--- src/itc_pkg.sv ---
// constants, event carriers and state types for the trap/interrupt block
package itc_pkg;

  // ------------------------------------------------------------------
  // register byte offsets
  // ------------------------------------------------------------------
  localparam logic [11:0] ITC_OFS_CTL1  = 12'h000;
  localparam logic [11:0] ITC_OFS_CTL2  = 12'h004;
  localparam logic [11:0] ITC_OFS_FLAG0 = 12'h008;
  localparam logic [11:0] ITC_OFS_ENA0  = 12'h00C;
  localparam logic [11:0] ITC_OFS_PRIO0 = 12'h010;

  // ------------------------------------------------------------------
  // first control register fields
  // ------------------------------------------------------------------
  localparam int ITC_C1_NEST_DIS  = 15;
  localparam int ITC_C1_OVA_FLAG  = 14;
  localparam int ITC_C1_OVB_FLAG  = 13;
  localparam int ITC_C1_COVA_FLAG = 12;
  localparam int ITC_C1_COVB_FLAG = 11;
  localparam int ITC_C1_OVA_TE    = 10;
  localparam int ITC_C1_OVB_TE    = 9;
  localparam int ITC_C1_COV_TE    = 8;
  localparam int ITC_C1_SHIFT_ERR = 7;
  localparam int ITC_C1_DIV0_ERR  = 6;
  localparam int ITC_C1_MATH_ERR  = 4;
  localparam int ITC_C1_ADDR_ERR  = 3;
  localparam int ITC_C1_STACK_ERR = 2;
  localparam int ITC_C1_OSC_FAIL  = 1;
  localparam logic [15:0] ITC_C1_WMASK = 16'hFFDE;

  // ------------------------------------------------------------------
  // second control register fields
  // ------------------------------------------------------------------
  localparam int ITC_C2_ALT_VEC   = 15;
  localparam int ITC_C2_TIMED_IRQ_DISABLE_ACTIVE      = 14;
  localparam logic [15:0] ITC_C2_WMASK = 16'h8007;

  // ------------------------------------------------------------------
  // flag register fields
  // ------------------------------------------------------------------
  localparam int ITC_F0_TW_MASTER = 14;
  localparam int ITC_F0_TW_SLAVE  = 13;
  localparam int ITC_F0_NVM       = 12;
  localparam int ITC_F0_ADC       = 11;
  localparam int ITC_F0_SER_TX    = 10;
  localparam int ITC_F0_SER_RX    = 9;
  localparam int ITC_F0_SPI       = 8;
  localparam int ITC_F0_TMR3      = 7;
  localparam int ITC_F0_TMR2      = 6;
  localparam int ITC_F0_CMP2      = 5;
  localparam int ITC_F0_TMR1      = 3;
  localparam int ITC_F0_CMP1      = 2;
  localparam int ITC_F0_CAP1      = 1;
  localparam int ITC_F0_EXT0      = 0;
  localparam logic [15:0] ITC_F0_WMASK = 16'h7FEF;
  localparam logic [15:0] ITC_PRIO_WMASK = 16'h0007;

  // ------------------------------------------------------------------
  // reset values
  // ------------------------------------------------------------------
  localparam logic [15:0] ITC_RST_REG  = 16'h0000;
  localparam logic [3:0]  ITC_RST_SRC  = 4'h0;
  localparam logic [1:0]  ITC_RST_SYNC = 2'h0;

  // ------------------------------------------------------------------
  // carriers
  // ------------------------------------------------------------------
  typedef struct packed {
    logic ovf_a;
    logic ovf_b;
    logic cat_a;
    logic cat_b;
    logic bad_shift;
    logic div_zero;
    logic addr_fault;
    logic stack_fault;
    logic osc_fail;
  } itc_trap_evt_s;

  typedef struct packed {
    logic tw_master;
    logic tw_slave;
    logic nvm;
    logic adc;
    logic ser_tx;
    logic ser_rx;
    logic spi;
    logic tmr3;
    logic tmr2;
    logic cmp2;
    logic tmr1;
    logic cmp1;
    logic cap1;
  } itc_periph_evt_s;

  // ------------------------------------------------------------------
  // module state
  // ------------------------------------------------------------------
  typedef struct packed {
    logic [1:0] sync;
    logic       prev;
    logic       armed;
    logic       pulse;
  } itc_edge_state_s;

  typedef struct packed {
    logic [15:0] ctl1;
    logic [15:0] ctl2;
    logic [15:0] flag0;
    logic [15:0] ena0;
    logic [15:0] prio0;
    logic [31:0] rdata;
    logic        irq;
    logic [3:0]  src;
    logic        math_trap;
  } itc_state_s;

endpackage : itc_pkg

--- src/itc_ctrl.sv ---
// trap status, interrupt control and request flag registers on apb
//
// Local design decisions: the register addresses and register access over APB.
`timescale 1ns/1ps
`default_nettype none

// Operation
// [RQ1] nesting disable blocks preemption while in service
// [RQ2] ordinary overflow flags for accumulators A, B
// [RQ3] catastrophic overflow flags for accumulators A, B
// [RQ4] per-accumulator overflow trap enables gate traps
// [RQ5] shared enable gates catastrophic overflow traps
// [RQ6] invalid shift amount sets shift status
// [RQ7] divide by zero sets its status bit
// [RQ8] arithmetic status set on any math trap
// [RQ9] address error trap sets status bit three
// [RQ10] stack error trap sets status bit two
// [RQ11] oscillator failure sets status bit one
// [RQ12] unimplemented bits always read zero
// [RQ13] alternate vector table select bit
// [RQ14] read-only timed disable active status
// [RQ15] polarity bits choose external edge direction
// [RQ16] flags set by sources, software read/write
// [RQ17] upper byte request flag mapping
// [RQ18] lower byte request flag mapping
// [RQ19] all implemented bits zero at reset
// [RQ20] interrupt needs enable and higher priority
// [RQ21] alternate table applies to all exceptions
// [RQ22] sync pins, flag one cycle after edge
module itc_ctrl
  import itc_pkg::*;
(
  // clock and reset
  input  wire logic                      mclk,
  input  wire logic                      rst_n,
  // apb slave
  input  wire logic [11:0]               paddr,
  input  wire logic                      psel,
  input  wire logic                      penable,
  input  wire logic                      pwrite,
  input  wire logic [31:0]               pwdata,
  output logic      [31:0]               prdata,
  output logic                           pready,
  output logic                           pslverr,
  // processor core
  input  wire itc_pkg::itc_trap_evt_s    trap_evt,
  input  wire logic                      timed_irq_disable_active_active,
  input  wire logic [3:0]                cpu_priority_level,
  input  wire logic                      core_in_service,
  output logic                           irq_req,
  output logic      [3:0]                irq_source,
  output logic                           math_trap_req,
  output logic                           alternate_vector_select,
  output logic                           nesting_disable,
  // peripherals and pins
  input  wire itc_pkg::itc_periph_evt_s  periph_evt,
  input  wire logic [2:0]                ext_req_pin,
  output logic      [2:0]                ext_req_edge
);

  itc_state_s  st_r;
  itc_state_s  st_nxt;
  logic [2:0]  edge_hit;
  logic [2:0]  edge_pol;
  logic        wr_en;
  logic        rd_setup;
  logic        mapped;
  logic [15:0] set_c1;
  logic [15:0] set_f0;
  logic [15:0] pend;
  logic [15:0] rd_val;
  logic        ova_hit;
  logic        ovb_hit;
  logic        cova_hit;
  logic        covb_hit;
  logic        math_hit;
  // address decode and write strobes
  logic        hit_ctl1;
  logic        hit_ctl2;
  logic        hit_flag0;
  logic        hit_ena0;
  logic        hit_prio0;
  logic        wr_ctl1;
  logic        wr_ctl2;
  logic        wr_flag0;
  logic        wr_ena0;
  logic        wr_prio0;
  logic [15:0] wr_val;
  // arbitration
  logic        pend_any;
  logic        prio_above;
  logic        nest_block;
  logic        irq_nxt;
  logic [3:0]  src_nxt;

  // ------------------------------------------------------------------
  // external request edge detectors
  // ------------------------------------------------------------------
  assign edge_pol = st_r.ctl2[2:0];

  genvar gi;
  generate
    for (gi = 0; gi < 3; gi++)
    begin : g_ext
      itc_edge_det u_edge (
        .mclk       (mclk),
        .rst_n      (rst_n),
        .pin        (ext_req_pin[gi]),
        .neg_sel    (edge_pol[gi]),
        .edge_pulse (edge_hit[gi])
      );
    end
  endgenerate

  // ------------------------------------------------------------------
  // bus decode
  // ------------------------------------------------------------------
  always_comb
  begin
    hit_ctl1  = (paddr == ITC_OFS_CTL1);
    hit_ctl2  = (paddr == ITC_OFS_CTL2);
    hit_flag0 = (paddr == ITC_OFS_FLAG0);
    hit_ena0  = (paddr == ITC_OFS_ENA0);
    hit_prio0 = (paddr == ITC_OFS_PRIO0);
    mapped    = hit_ctl1 | hit_ctl2 | hit_flag0 |
                hit_ena0 | hit_prio0;
  end

  assign wr_en    = psel & penable & pwrite & mapped;
  assign rd_setup = psel & ~penable & ~pwrite;

  // ------------------------------------------------------------------
  // write strobes
  // ------------------------------------------------------------------
  // upper half of the bus word is ignored
  assign wr_val   = pwdata[15:0];
  assign wr_ctl1  = wr_en & hit_ctl1;
  assign wr_ctl2  = wr_en & hit_ctl2;
  assign wr_flag0 = wr_en & hit_flag0;
  assign wr_ena0  = wr_en & hit_ena0;
  assign wr_prio0 = wr_en & hit_prio0;

  // ------------------------------------------------------------------
  // trap event qualification
  // ------------------------------------------------------------------
  always_comb
  begin
    // [RQ4] overflow traps need their enable
    ova_hit  = trap_evt.ovf_a & st_r.ctl1[ITC_C1_OVA_TE];
    ovb_hit  = trap_evt.ovf_b & st_r.ctl1[ITC_C1_OVB_TE];
    // [RQ5] one enable for both accumulators
    cova_hit = trap_evt.cat_a & st_r.ctl1[ITC_C1_COV_TE];
    covb_hit = trap_evt.cat_b & st_r.ctl1[ITC_C1_COV_TE];
    math_hit = ova_hit | ovb_hit | cova_hit | covb_hit |
               trap_evt.bad_shift | trap_evt.div_zero;
  end

  // ------------------------------------------------------------------
  // hardware set terms
  // ------------------------------------------------------------------
  always_comb
  begin
    set_c1 = ITC_RST_REG;
    // [RQ2] ordinary overflow flags
    set_c1[ITC_C1_OVA_FLAG]  = ova_hit;
    set_c1[ITC_C1_OVB_FLAG]  = ovb_hit;
    // [RQ3] catastrophic overflow flags
    set_c1[ITC_C1_COVA_FLAG] = cova_hit;
    set_c1[ITC_C1_COVB_FLAG] = covb_hit;
    // [RQ6] invalid shift status
    set_c1[ITC_C1_SHIFT_ERR] = trap_evt.bad_shift;
    // [RQ7] divide by zero status
    set_c1[ITC_C1_DIV0_ERR]  = trap_evt.div_zero;
    // [RQ8] any math trap status
    set_c1[ITC_C1_MATH_ERR]  = math_hit;
    // [RQ9] address error status
    set_c1[ITC_C1_ADDR_ERR]  = trap_evt.addr_fault;
    // [RQ10] stack error status
    set_c1[ITC_C1_STACK_ERR] = trap_evt.stack_fault;
    // [RQ11] oscillator failure status
    set_c1[ITC_C1_OSC_FAIL]  = trap_evt.osc_fail;
  end

  // ------------------------------------------------------------------
  // request flag set terms
  // ------------------------------------------------------------------
  always_comb
  begin
    set_f0 = ITC_RST_REG;
    // [RQ17] upper byte sources
    set_f0[ITC_F0_TW_MASTER] = periph_evt.tw_master;
    set_f0[ITC_F0_TW_SLAVE]  = periph_evt.tw_slave;
    set_f0[ITC_F0_NVM]       = periph_evt.nvm;
    set_f0[ITC_F0_ADC]       = periph_evt.adc;
    set_f0[ITC_F0_SER_TX]    = periph_evt.ser_tx;
    set_f0[ITC_F0_SER_RX]    = periph_evt.ser_rx;
    set_f0[ITC_F0_SPI]       = periph_evt.spi;
    // [RQ18] lower byte sources
    set_f0[ITC_F0_TMR3]      = periph_evt.tmr3;
    set_f0[ITC_F0_TMR2]      = periph_evt.tmr2;
    set_f0[ITC_F0_CMP2]      = periph_evt.cmp2;
    set_f0[ITC_F0_TMR1]      = periph_evt.tmr1;
    set_f0[ITC_F0_CMP1]      = periph_evt.cmp1;
    set_f0[ITC_F0_CAP1]      = periph_evt.cap1;
    // [RQ22] flag set after detected edge
    set_f0[ITC_F0_EXT0]      = edge_hit[0];
  end

  // ------------------------------------------------------------------
  // read mux
  // ------------------------------------------------------------------
  always_comb
  begin
    rd_val = ITC_RST_REG;
    unique case (paddr)
      ITC_OFS_CTL1:  rd_val = st_r.ctl1;
      ITC_OFS_CTL2:  rd_val = st_r.ctl2;
      ITC_OFS_FLAG0: rd_val = st_r.flag0;
      ITC_OFS_ENA0:  rd_val = st_r.ena0;
      ITC_OFS_PRIO0: rd_val = st_r.prio0;
      default:       rd_val = ITC_RST_REG;
    endcase
  end

  // ------------------------------------------------------------------
  // pending request arbitration
  // ------------------------------------------------------------------
  assign pend = st_r.flag0 & st_r.ena0;

  always_comb
  begin
    pend_any   = |pend;
    // [RQ20] request level above core level
    prio_above = ({1'b0, st_r.prio0[2:0]} > cpu_priority_level);
    // [RQ1] no preemption while nesting disabled
    nest_block = st_r.ctl1[ITC_C1_NEST_DIS] & core_in_service;
    irq_nxt    = pend_any & prio_above & ~nest_block;
    // lowest pending bit names the source
    src_nxt    = ITC_RST_SRC;
    for (int i = 15; i >= 0; i--)
    begin
      if (pend[i])
        src_nxt = 4'(i);
    end
  end

  // ------------------------------------------------------------------
  // next state
  // ------------------------------------------------------------------
  always_comb
  begin
    st_nxt = st_r;

    // [RQ16] software write then sources set
    if (wr_ctl1)
    begin
      st_nxt.ctl1 = wr_val & ITC_C1_WMASK;
    end
    if (wr_ctl2)
    begin
      st_nxt.ctl2 = wr_val & ITC_C2_WMASK;
    end
    if (wr_flag0)
    begin
      st_nxt.flag0 = wr_val & ITC_F0_WMASK;
    end
    if (wr_ena0)
    begin
      st_nxt.ena0 = wr_val & ITC_F0_WMASK;
    end
    if (wr_prio0)
    begin
      st_nxt.prio0 = wr_val & ITC_PRIO_WMASK;
    end

    // set wins over a clearing write
    st_nxt.ctl1  = st_nxt.ctl1 | set_c1;
    // [RQ16] request flags are sticky
    st_nxt.flag0 = st_nxt.flag0 | set_f0;

    // [RQ14] timed disable status, read only
    st_nxt.ctl2[ITC_C2_TIMED_IRQ_DISABLE_ACTIVE] = timed_irq_disable_active_active;

    // [RQ12] unimplemented positions forced low
    st_nxt.ctl1  = st_nxt.ctl1 & ITC_C1_WMASK;
    st_nxt.ctl2  = st_nxt.ctl2 &
                   (ITC_C2_WMASK | (16'h0001 << ITC_C2_TIMED_IRQ_DISABLE_ACTIVE));
    st_nxt.flag0 = st_nxt.flag0 & ITC_F0_WMASK;

    // read data captured in setup, shown in access
    if (rd_setup)
      st_nxt.rdata = {16'h0000, rd_val};

    // math trap request toward the core
    st_nxt.math_trap = math_hit;

    // [RQ20] enable and priority above core level
    st_nxt.irq = irq_nxt;
    st_nxt.src = src_nxt;
  end

  // ------------------------------------------------------------------
  // state register
  // ------------------------------------------------------------------
  always_ff @(posedge mclk)
  begin
    if (!rst_n)
    begin
      // [RQ19] all implemented bits clear
      st_r.ctl1      <= ITC_RST_REG;
      st_r.ctl2      <= ITC_RST_REG;
      st_r.flag0     <= ITC_RST_REG;
      st_r.ena0      <= ITC_RST_REG;
      st_r.prio0     <= ITC_RST_REG;
      st_r.rdata     <= 32'h0000_0000;
      st_r.irq       <= 1'b0;
      st_r.src       <= ITC_RST_SRC;
      st_r.math_trap <= 1'b0;
    end
    else
      st_r <= st_nxt;
  end

  // ------------------------------------------------------------------
  // outputs
  // ------------------------------------------------------------------
  assign prdata        = st_r.rdata;
  // no wait states
  assign pready        = 1'b1;
  assign pslverr       = psel & penable & ~mapped;

  // ------------------------------------------------------------------
  // core outputs
  // ------------------------------------------------------------------
  assign irq_req       = st_r.irq;
  assign irq_source    = st_r.src;
  assign math_trap_req = st_r.math_trap;
  assign ext_req_edge  = edge_hit;
  assign nesting_disable = st_r.ctl1[ITC_C1_NEST_DIS];

  // [RQ13] vector table choice to core
  // [RQ21] one select for every exception
  assign alternate_vector_select = st_r.ctl2[ITC_C2_ALT_VEC];

endmodule : itc_ctrl

`default_nettype wire

--- src/itc_edge_det.sv ---
// synchroniser and selectable edge detector for one external request pin
`timescale 1ns/1ps
`default_nettype none

module itc_edge_det
  import itc_pkg::*;
(
  // clock and reset
  input  wire logic mclk,
  input  wire logic rst_n,
  // pin and polarity
  input  wire logic pin,
  input  wire logic neg_sel,
  // detected edge
  output logic      edge_pulse
);

  itc_edge_state_s st_r;
  itc_edge_state_s st_nxt;

  // ------------------------------------------------------------------
  // next state
  // ------------------------------------------------------------------
  always_comb
  begin
    st_nxt       = st_r;
    // [RQ22] two-stage synchroniser
    st_nxt.sync  = {st_r.sync[0], pin};
    st_nxt.prev  = st_r.sync[1];
    st_nxt.armed = 1'b1;
    // [RQ15] polarity selects edge
    if (neg_sel)
      st_nxt.pulse = st_r.armed & st_r.prev & ~st_r.sync[1];
    else
      st_nxt.pulse = st_r.armed & ~st_r.prev & st_r.sync[1];
  end

  always_ff @(posedge mclk)
  begin
    if (!rst_n)
    begin
      st_r.sync  <= ITC_RST_SYNC;
      st_r.prev  <= 1'b0;
      st_r.armed <= 1'b0;
      st_r.pulse <= 1'b0;
    end
    else
      st_r <= st_nxt;
  end

  assign edge_pulse = st_r.pulse;

endmodule : itc_edge_det

`default_nettype wire

--- config.mk ---
export PLATFORM = sky130hd
export DESIGN_NAME = itc_ctrl
export DESIGN_NICKNAME = d
export VERILOG_FILES = /design/src/itc_pkg.sv /design/src/itc_ctrl.sv /design/src/itc_edge_det.sv
export SDC_FILE = /design/constraint.sdc
export NUM_CORES = 1
export LEC_CHECK = 0
export BUFFER_PORTS_ARGS = -buffer_cell sky130_fd_sc_hd__clkbuf_2
export CAP_MARGIN = 5
export CORE_MARGIN = 2
export CORE_UTILIZATION = 46
export DETAILED_ROUTE_END_ITERATION = 8
export GPL_ROUTABILITY_DRIVEN = 0
export PLACE_DENSITY = 0.83
export SETUP_SLACK_MARGIN = 0.3
export SYNTH_ARGS = -nofsm -noshare
export SYNTH_HDL_FRONTEND = slang
export SYNTH_SLANG_ARGS = --single-unit
--- constraint.sdc ---
create_clock -name mclk -period 2.2 [get_ports mclk]
set_input_delay 0.33 -clock mclk [delete_from_list [all_inputs] [get_ports mclk]]
set_output_delay 0.33 -clock mclk [all_outputs]
set_load 0.1 [all_outputs]
==> impl_metrics.py <==
metrics = {
    "critical_path": {
        "critical_path.max_stage_delay_ns": 0.55,
        "start_kind": "input pin",
        "r2r_cells": 4,
        "arrival_ns": 1.76,
        "crit_type": "input pin to output port",
        "crit_chain": "buf_6 > or4_4 > or3_4 > o211a_4 > buf_12",
        "critical_path_buf_inv_count": 2,
        "critical_path.max_fanout": 3,
        "cp_slowest_cell": "or4_4",
        "worst_setup_path_end_kind": "output port",
        "required_ns": 1.87,
        "crit_cells": 5,
        "cp_top_family": "simple AND/OR/NAND/NOR gates",
    },
    "power": {
        "combPwrFrac": 0.132,
        "power_report.internal_total_mw": 2.257,
        "worst_ir_drop_vdd_mv": 0.3137,
        "leakagePower_nw": 2.102,
        "clkPwrFrac": 0.353,
        "power_frac_seq": 0.515,
        "switching_share": 0.2745,
        "p_per_area_nw_per_um2": 648.2,
        "p_sw_mw": 0.8541,
    },
    "synthesis": {
        "synth_cell_types": 45,
        "avgSynthCellArea_um2": 9.399,
        "netlist_area_um2": 4041,
        "yosysWarningCount": 0,
        "synth_enable_flop_cells": 0,
        "yosysSeqAreaShare": 0.4211,
        "yosys_register_bits": 85,
        "async_reset_ff_frac": 0,
        "synth_top_flop_cell": "dfxtp_1",
        "synth_cells": 430,
    },
    "job": {
        "drv_cap": 0,
    },
    "sta": {
        "rsz0062_at_grt": "yes",
        "drv_slew": 0,
        "max_slew.worst_pin.slew_ns": 0.5563,
        "setup_viol": 0,
        "layout_worst_path_cycle_share": 0.9519,
        "hold_ws_ns": 0.1857,
        "maxSlewHeadroom": 0.6278,
        "skew_ns": 0.009113,
        "fin_crit_ns": 2.094,
        "hold_viol_final": 0,
        "max_freq_mhz": 477.5,
    },
    "place": {
        "io_buffer_count": 91,
        "hpwl_mm": 7.178,
    },
    "min_path": {
        "hold_depth": 2,
        "hold_path_class": "input pin to register",
    },
    "clock_tree": {
        "cts_buffers": 9,
        "cts_root_buf": "clkbuf_8",
        "cts_tree": "built",
        "clk_latency_ns": 0.34,
        "cts_num_sinks": 85,
        "htreeDepth": 3,
        "path_clk_slew_ns": 0.08,
        "cts_max_path_buffers": 2,
        "holdBufCountCts": 0,
    },
    "routing": {
        "drtPass1Iterations": 4,
        "drc": 0,
        "post_drt_wl_per_cell_um": 15.43,
        "drtAntennaViolNets": 0,
        "vias_per_cell": 5.297,
        "drtIter0Drc": 206,
        "vias": 3295,
        "routed_wl_mm": 9.599,
    },
    "floorplanning": {
        "die_height_um": 97.73,
        "start_util": 0.4680,
        "io_pins": 125,
        "die_w_um": 97.73,
        "dieArea_um2": 9551,
        "core_area_um2": 8636,
        "rows": 34,
    },
    "grt": {
        "antenna_found_initial": 1,
        "grt_pass1_wl_mm": 15.68,
        "globalRouteTotalUtil": 0.2042,
        "grt_pass1_vias": 3363,
        "grt-ovfl-total": 0,
        "grt_max_degree": 50,
    },
    "layout": {
        "nNetsFinal": 592,
        "seq_area_um2": 1702,
        "nFillCells": 764,
        "syn_to_final_growth_pct": 18.76,
        "drive_above_1_share": 0.3041,
        "multi_input_area_um2": 2048,
        "fin_util": 0.5558,
    },
    "status": {
        "status": "finished, final reports clean",
    },
}
[final timing paths]
path	from	endpoint	slack [ns]
worst max-delay path	paddr[8]	pslverr	0.11
worst min-delay path	ext_req_pin[1]	g_ext[1].u_edge.st_nxt[4]	0.19
worst max register to register	st_r[83]	irq_req	0.89
worst min register to register	g_ext[2].u_edge.st_nxt[4]	g_ext[2].u_edge.st_nxt[2]	0.44
[flip-flops by register name, summed over array words and instances, names as in the netlist]
signal,count
st_r,45
prdata,16
g_ext.u_edge.st_nxt,6
g_ext.u_edge.st_r,4
irq_source,4
edge_pol,3
g_ext.u_edge.edge_pulse,3
alternate_vector_select,1
irq_req,1
math_trap_req,1
nesting_disable,1
[layout make-up]
| class | count | area share |
|---|---|---|
| Clock inverter | 5 | 0.01225 |
| Sequential cell | 85 | 0.3545 |
| Antenna cell | 1 | 0.0005214 |
| Multi-Input combinational cell | 298 | 0.4267 |
| Inverter | 4 | 0.003128 |
| Timing Repair Buffer | 111 | 0.1460 |
| Tap cell | 108 | 0.02815 |
| Clock buffer | 10 | 0.02868 |
[power by group through the flow]
stage	registers [mW]	logic, mW	clock network [mW]
5_1_grt	1.61	0.436	1.18
2_1_floorplan	1.64	0.306	0
4_1_cts	1.60	0.406	1.11
3_3_place_gp	1.64	0.394	0
6_report	1.60	0.410	1.10
3_5_place_dp	1.64	0.401	0
[synth_stat cells, types with 3 or more instances]
master | n | share of area
mux2i_1 | 25 | 0.062
clkbuf_1 | 14 | 0.013
mux4_2 | 3 | 0.017
inv_1 | 4 | 0.0037
nand2_1 | 68 | 0.063
ha_1 | 3 | 0.0093
mux2_1 | 12 | 0.033
a21boi_1 | 5 | 0.0093
buf_4 | 41 | 0.076
a22oi_1 | 4 | 0.0074
a22o_1 | 11 | 0.024
nand4_1 | 3 | 0.0046
nand3_1 | 6 | 0.0074
nor2b_1 | 13 | 0.020
a21oi_1 | 11 | 0.014
o21ai_0 | 14 | 0.017
dfxtp_1 | 85 | 0.42
o21a_1 | 20 | 0.037
nor2_1 | 15 | 0.014
mux2_2 | 10 | 0.028
a21boi_0 | 14 | 0.026
nor3_1 | 4 | 0.0050
and2_1 | 14 | 0.022
[cell families (layout without fill, tap and decap cells)]
| family | count (synthesis) | after routing | share of synthesized area |
|---|---|---|---|
| AND/OR/NAND/NOR | 138 | 138 | 0.1737 |
| multiplexers | 50 | 50 | 0.1399 |
| buffers and inverters | 62 | 130 | 0.09814 |
| flip-flops | 85 | 85 | 0.4211 |
| adder cells (fa/ha/maj) | 3 | 3 | 0.009289 |
| other | 2 | 18 | 0.001858 |
| AO/OA/AOI/OAI | 90 | 90 | 0.1560 |
[cells in the final DEF, fill, tap and decap left out, types with 6 or more instances in the layout]
cell and count:
a21boi_1 17, mux2i_1 24, o21a_1 20, o21ai_0 14, dfxtp_1 85, mux2_1 10
buf_4 12, mux2_2 10, nand3_1 6, nor2_1 15, clkbuf_2 89, clkbuf_8 10
a21oi_1 11, conb_1 17, nand2_1 66, and2_1 13, nor2b_1 13, a22o_1 11
[layer usage]
metal | track usage | wire, um
met3 | 0.05727 | 715
met1 | 0.2489 | 3983
met4 | 0.1036 | 344
met5 | 0 | 0
met2 | 0.3316 | 4555
[what timing repair did]
item	CTS	global route
resized for setup	8	21
endpoints found under the setup margin	7	50
pin swaps	4	15
gates cloned	0	1
setup buffers	3	1
[metrics by stage]
step	cell area [um2]	setup TNS [ns]	std cells	total power, mW	setup WS (ns)
after global placement	4479	-0.6539	601	2.030	-0.05235
after detailed placement	4479	-1.320	601	2.039	-0.1171
after CTS	4732	0	619	3.122	0.1373
final	4800	0	622	3.111	0.1058
after global routing	4797	0	621	3.227	0.05924
after floorplan	4111	0	445	1.943	0.05546
No activity file was read; power rests on OpenSTA's default activity.
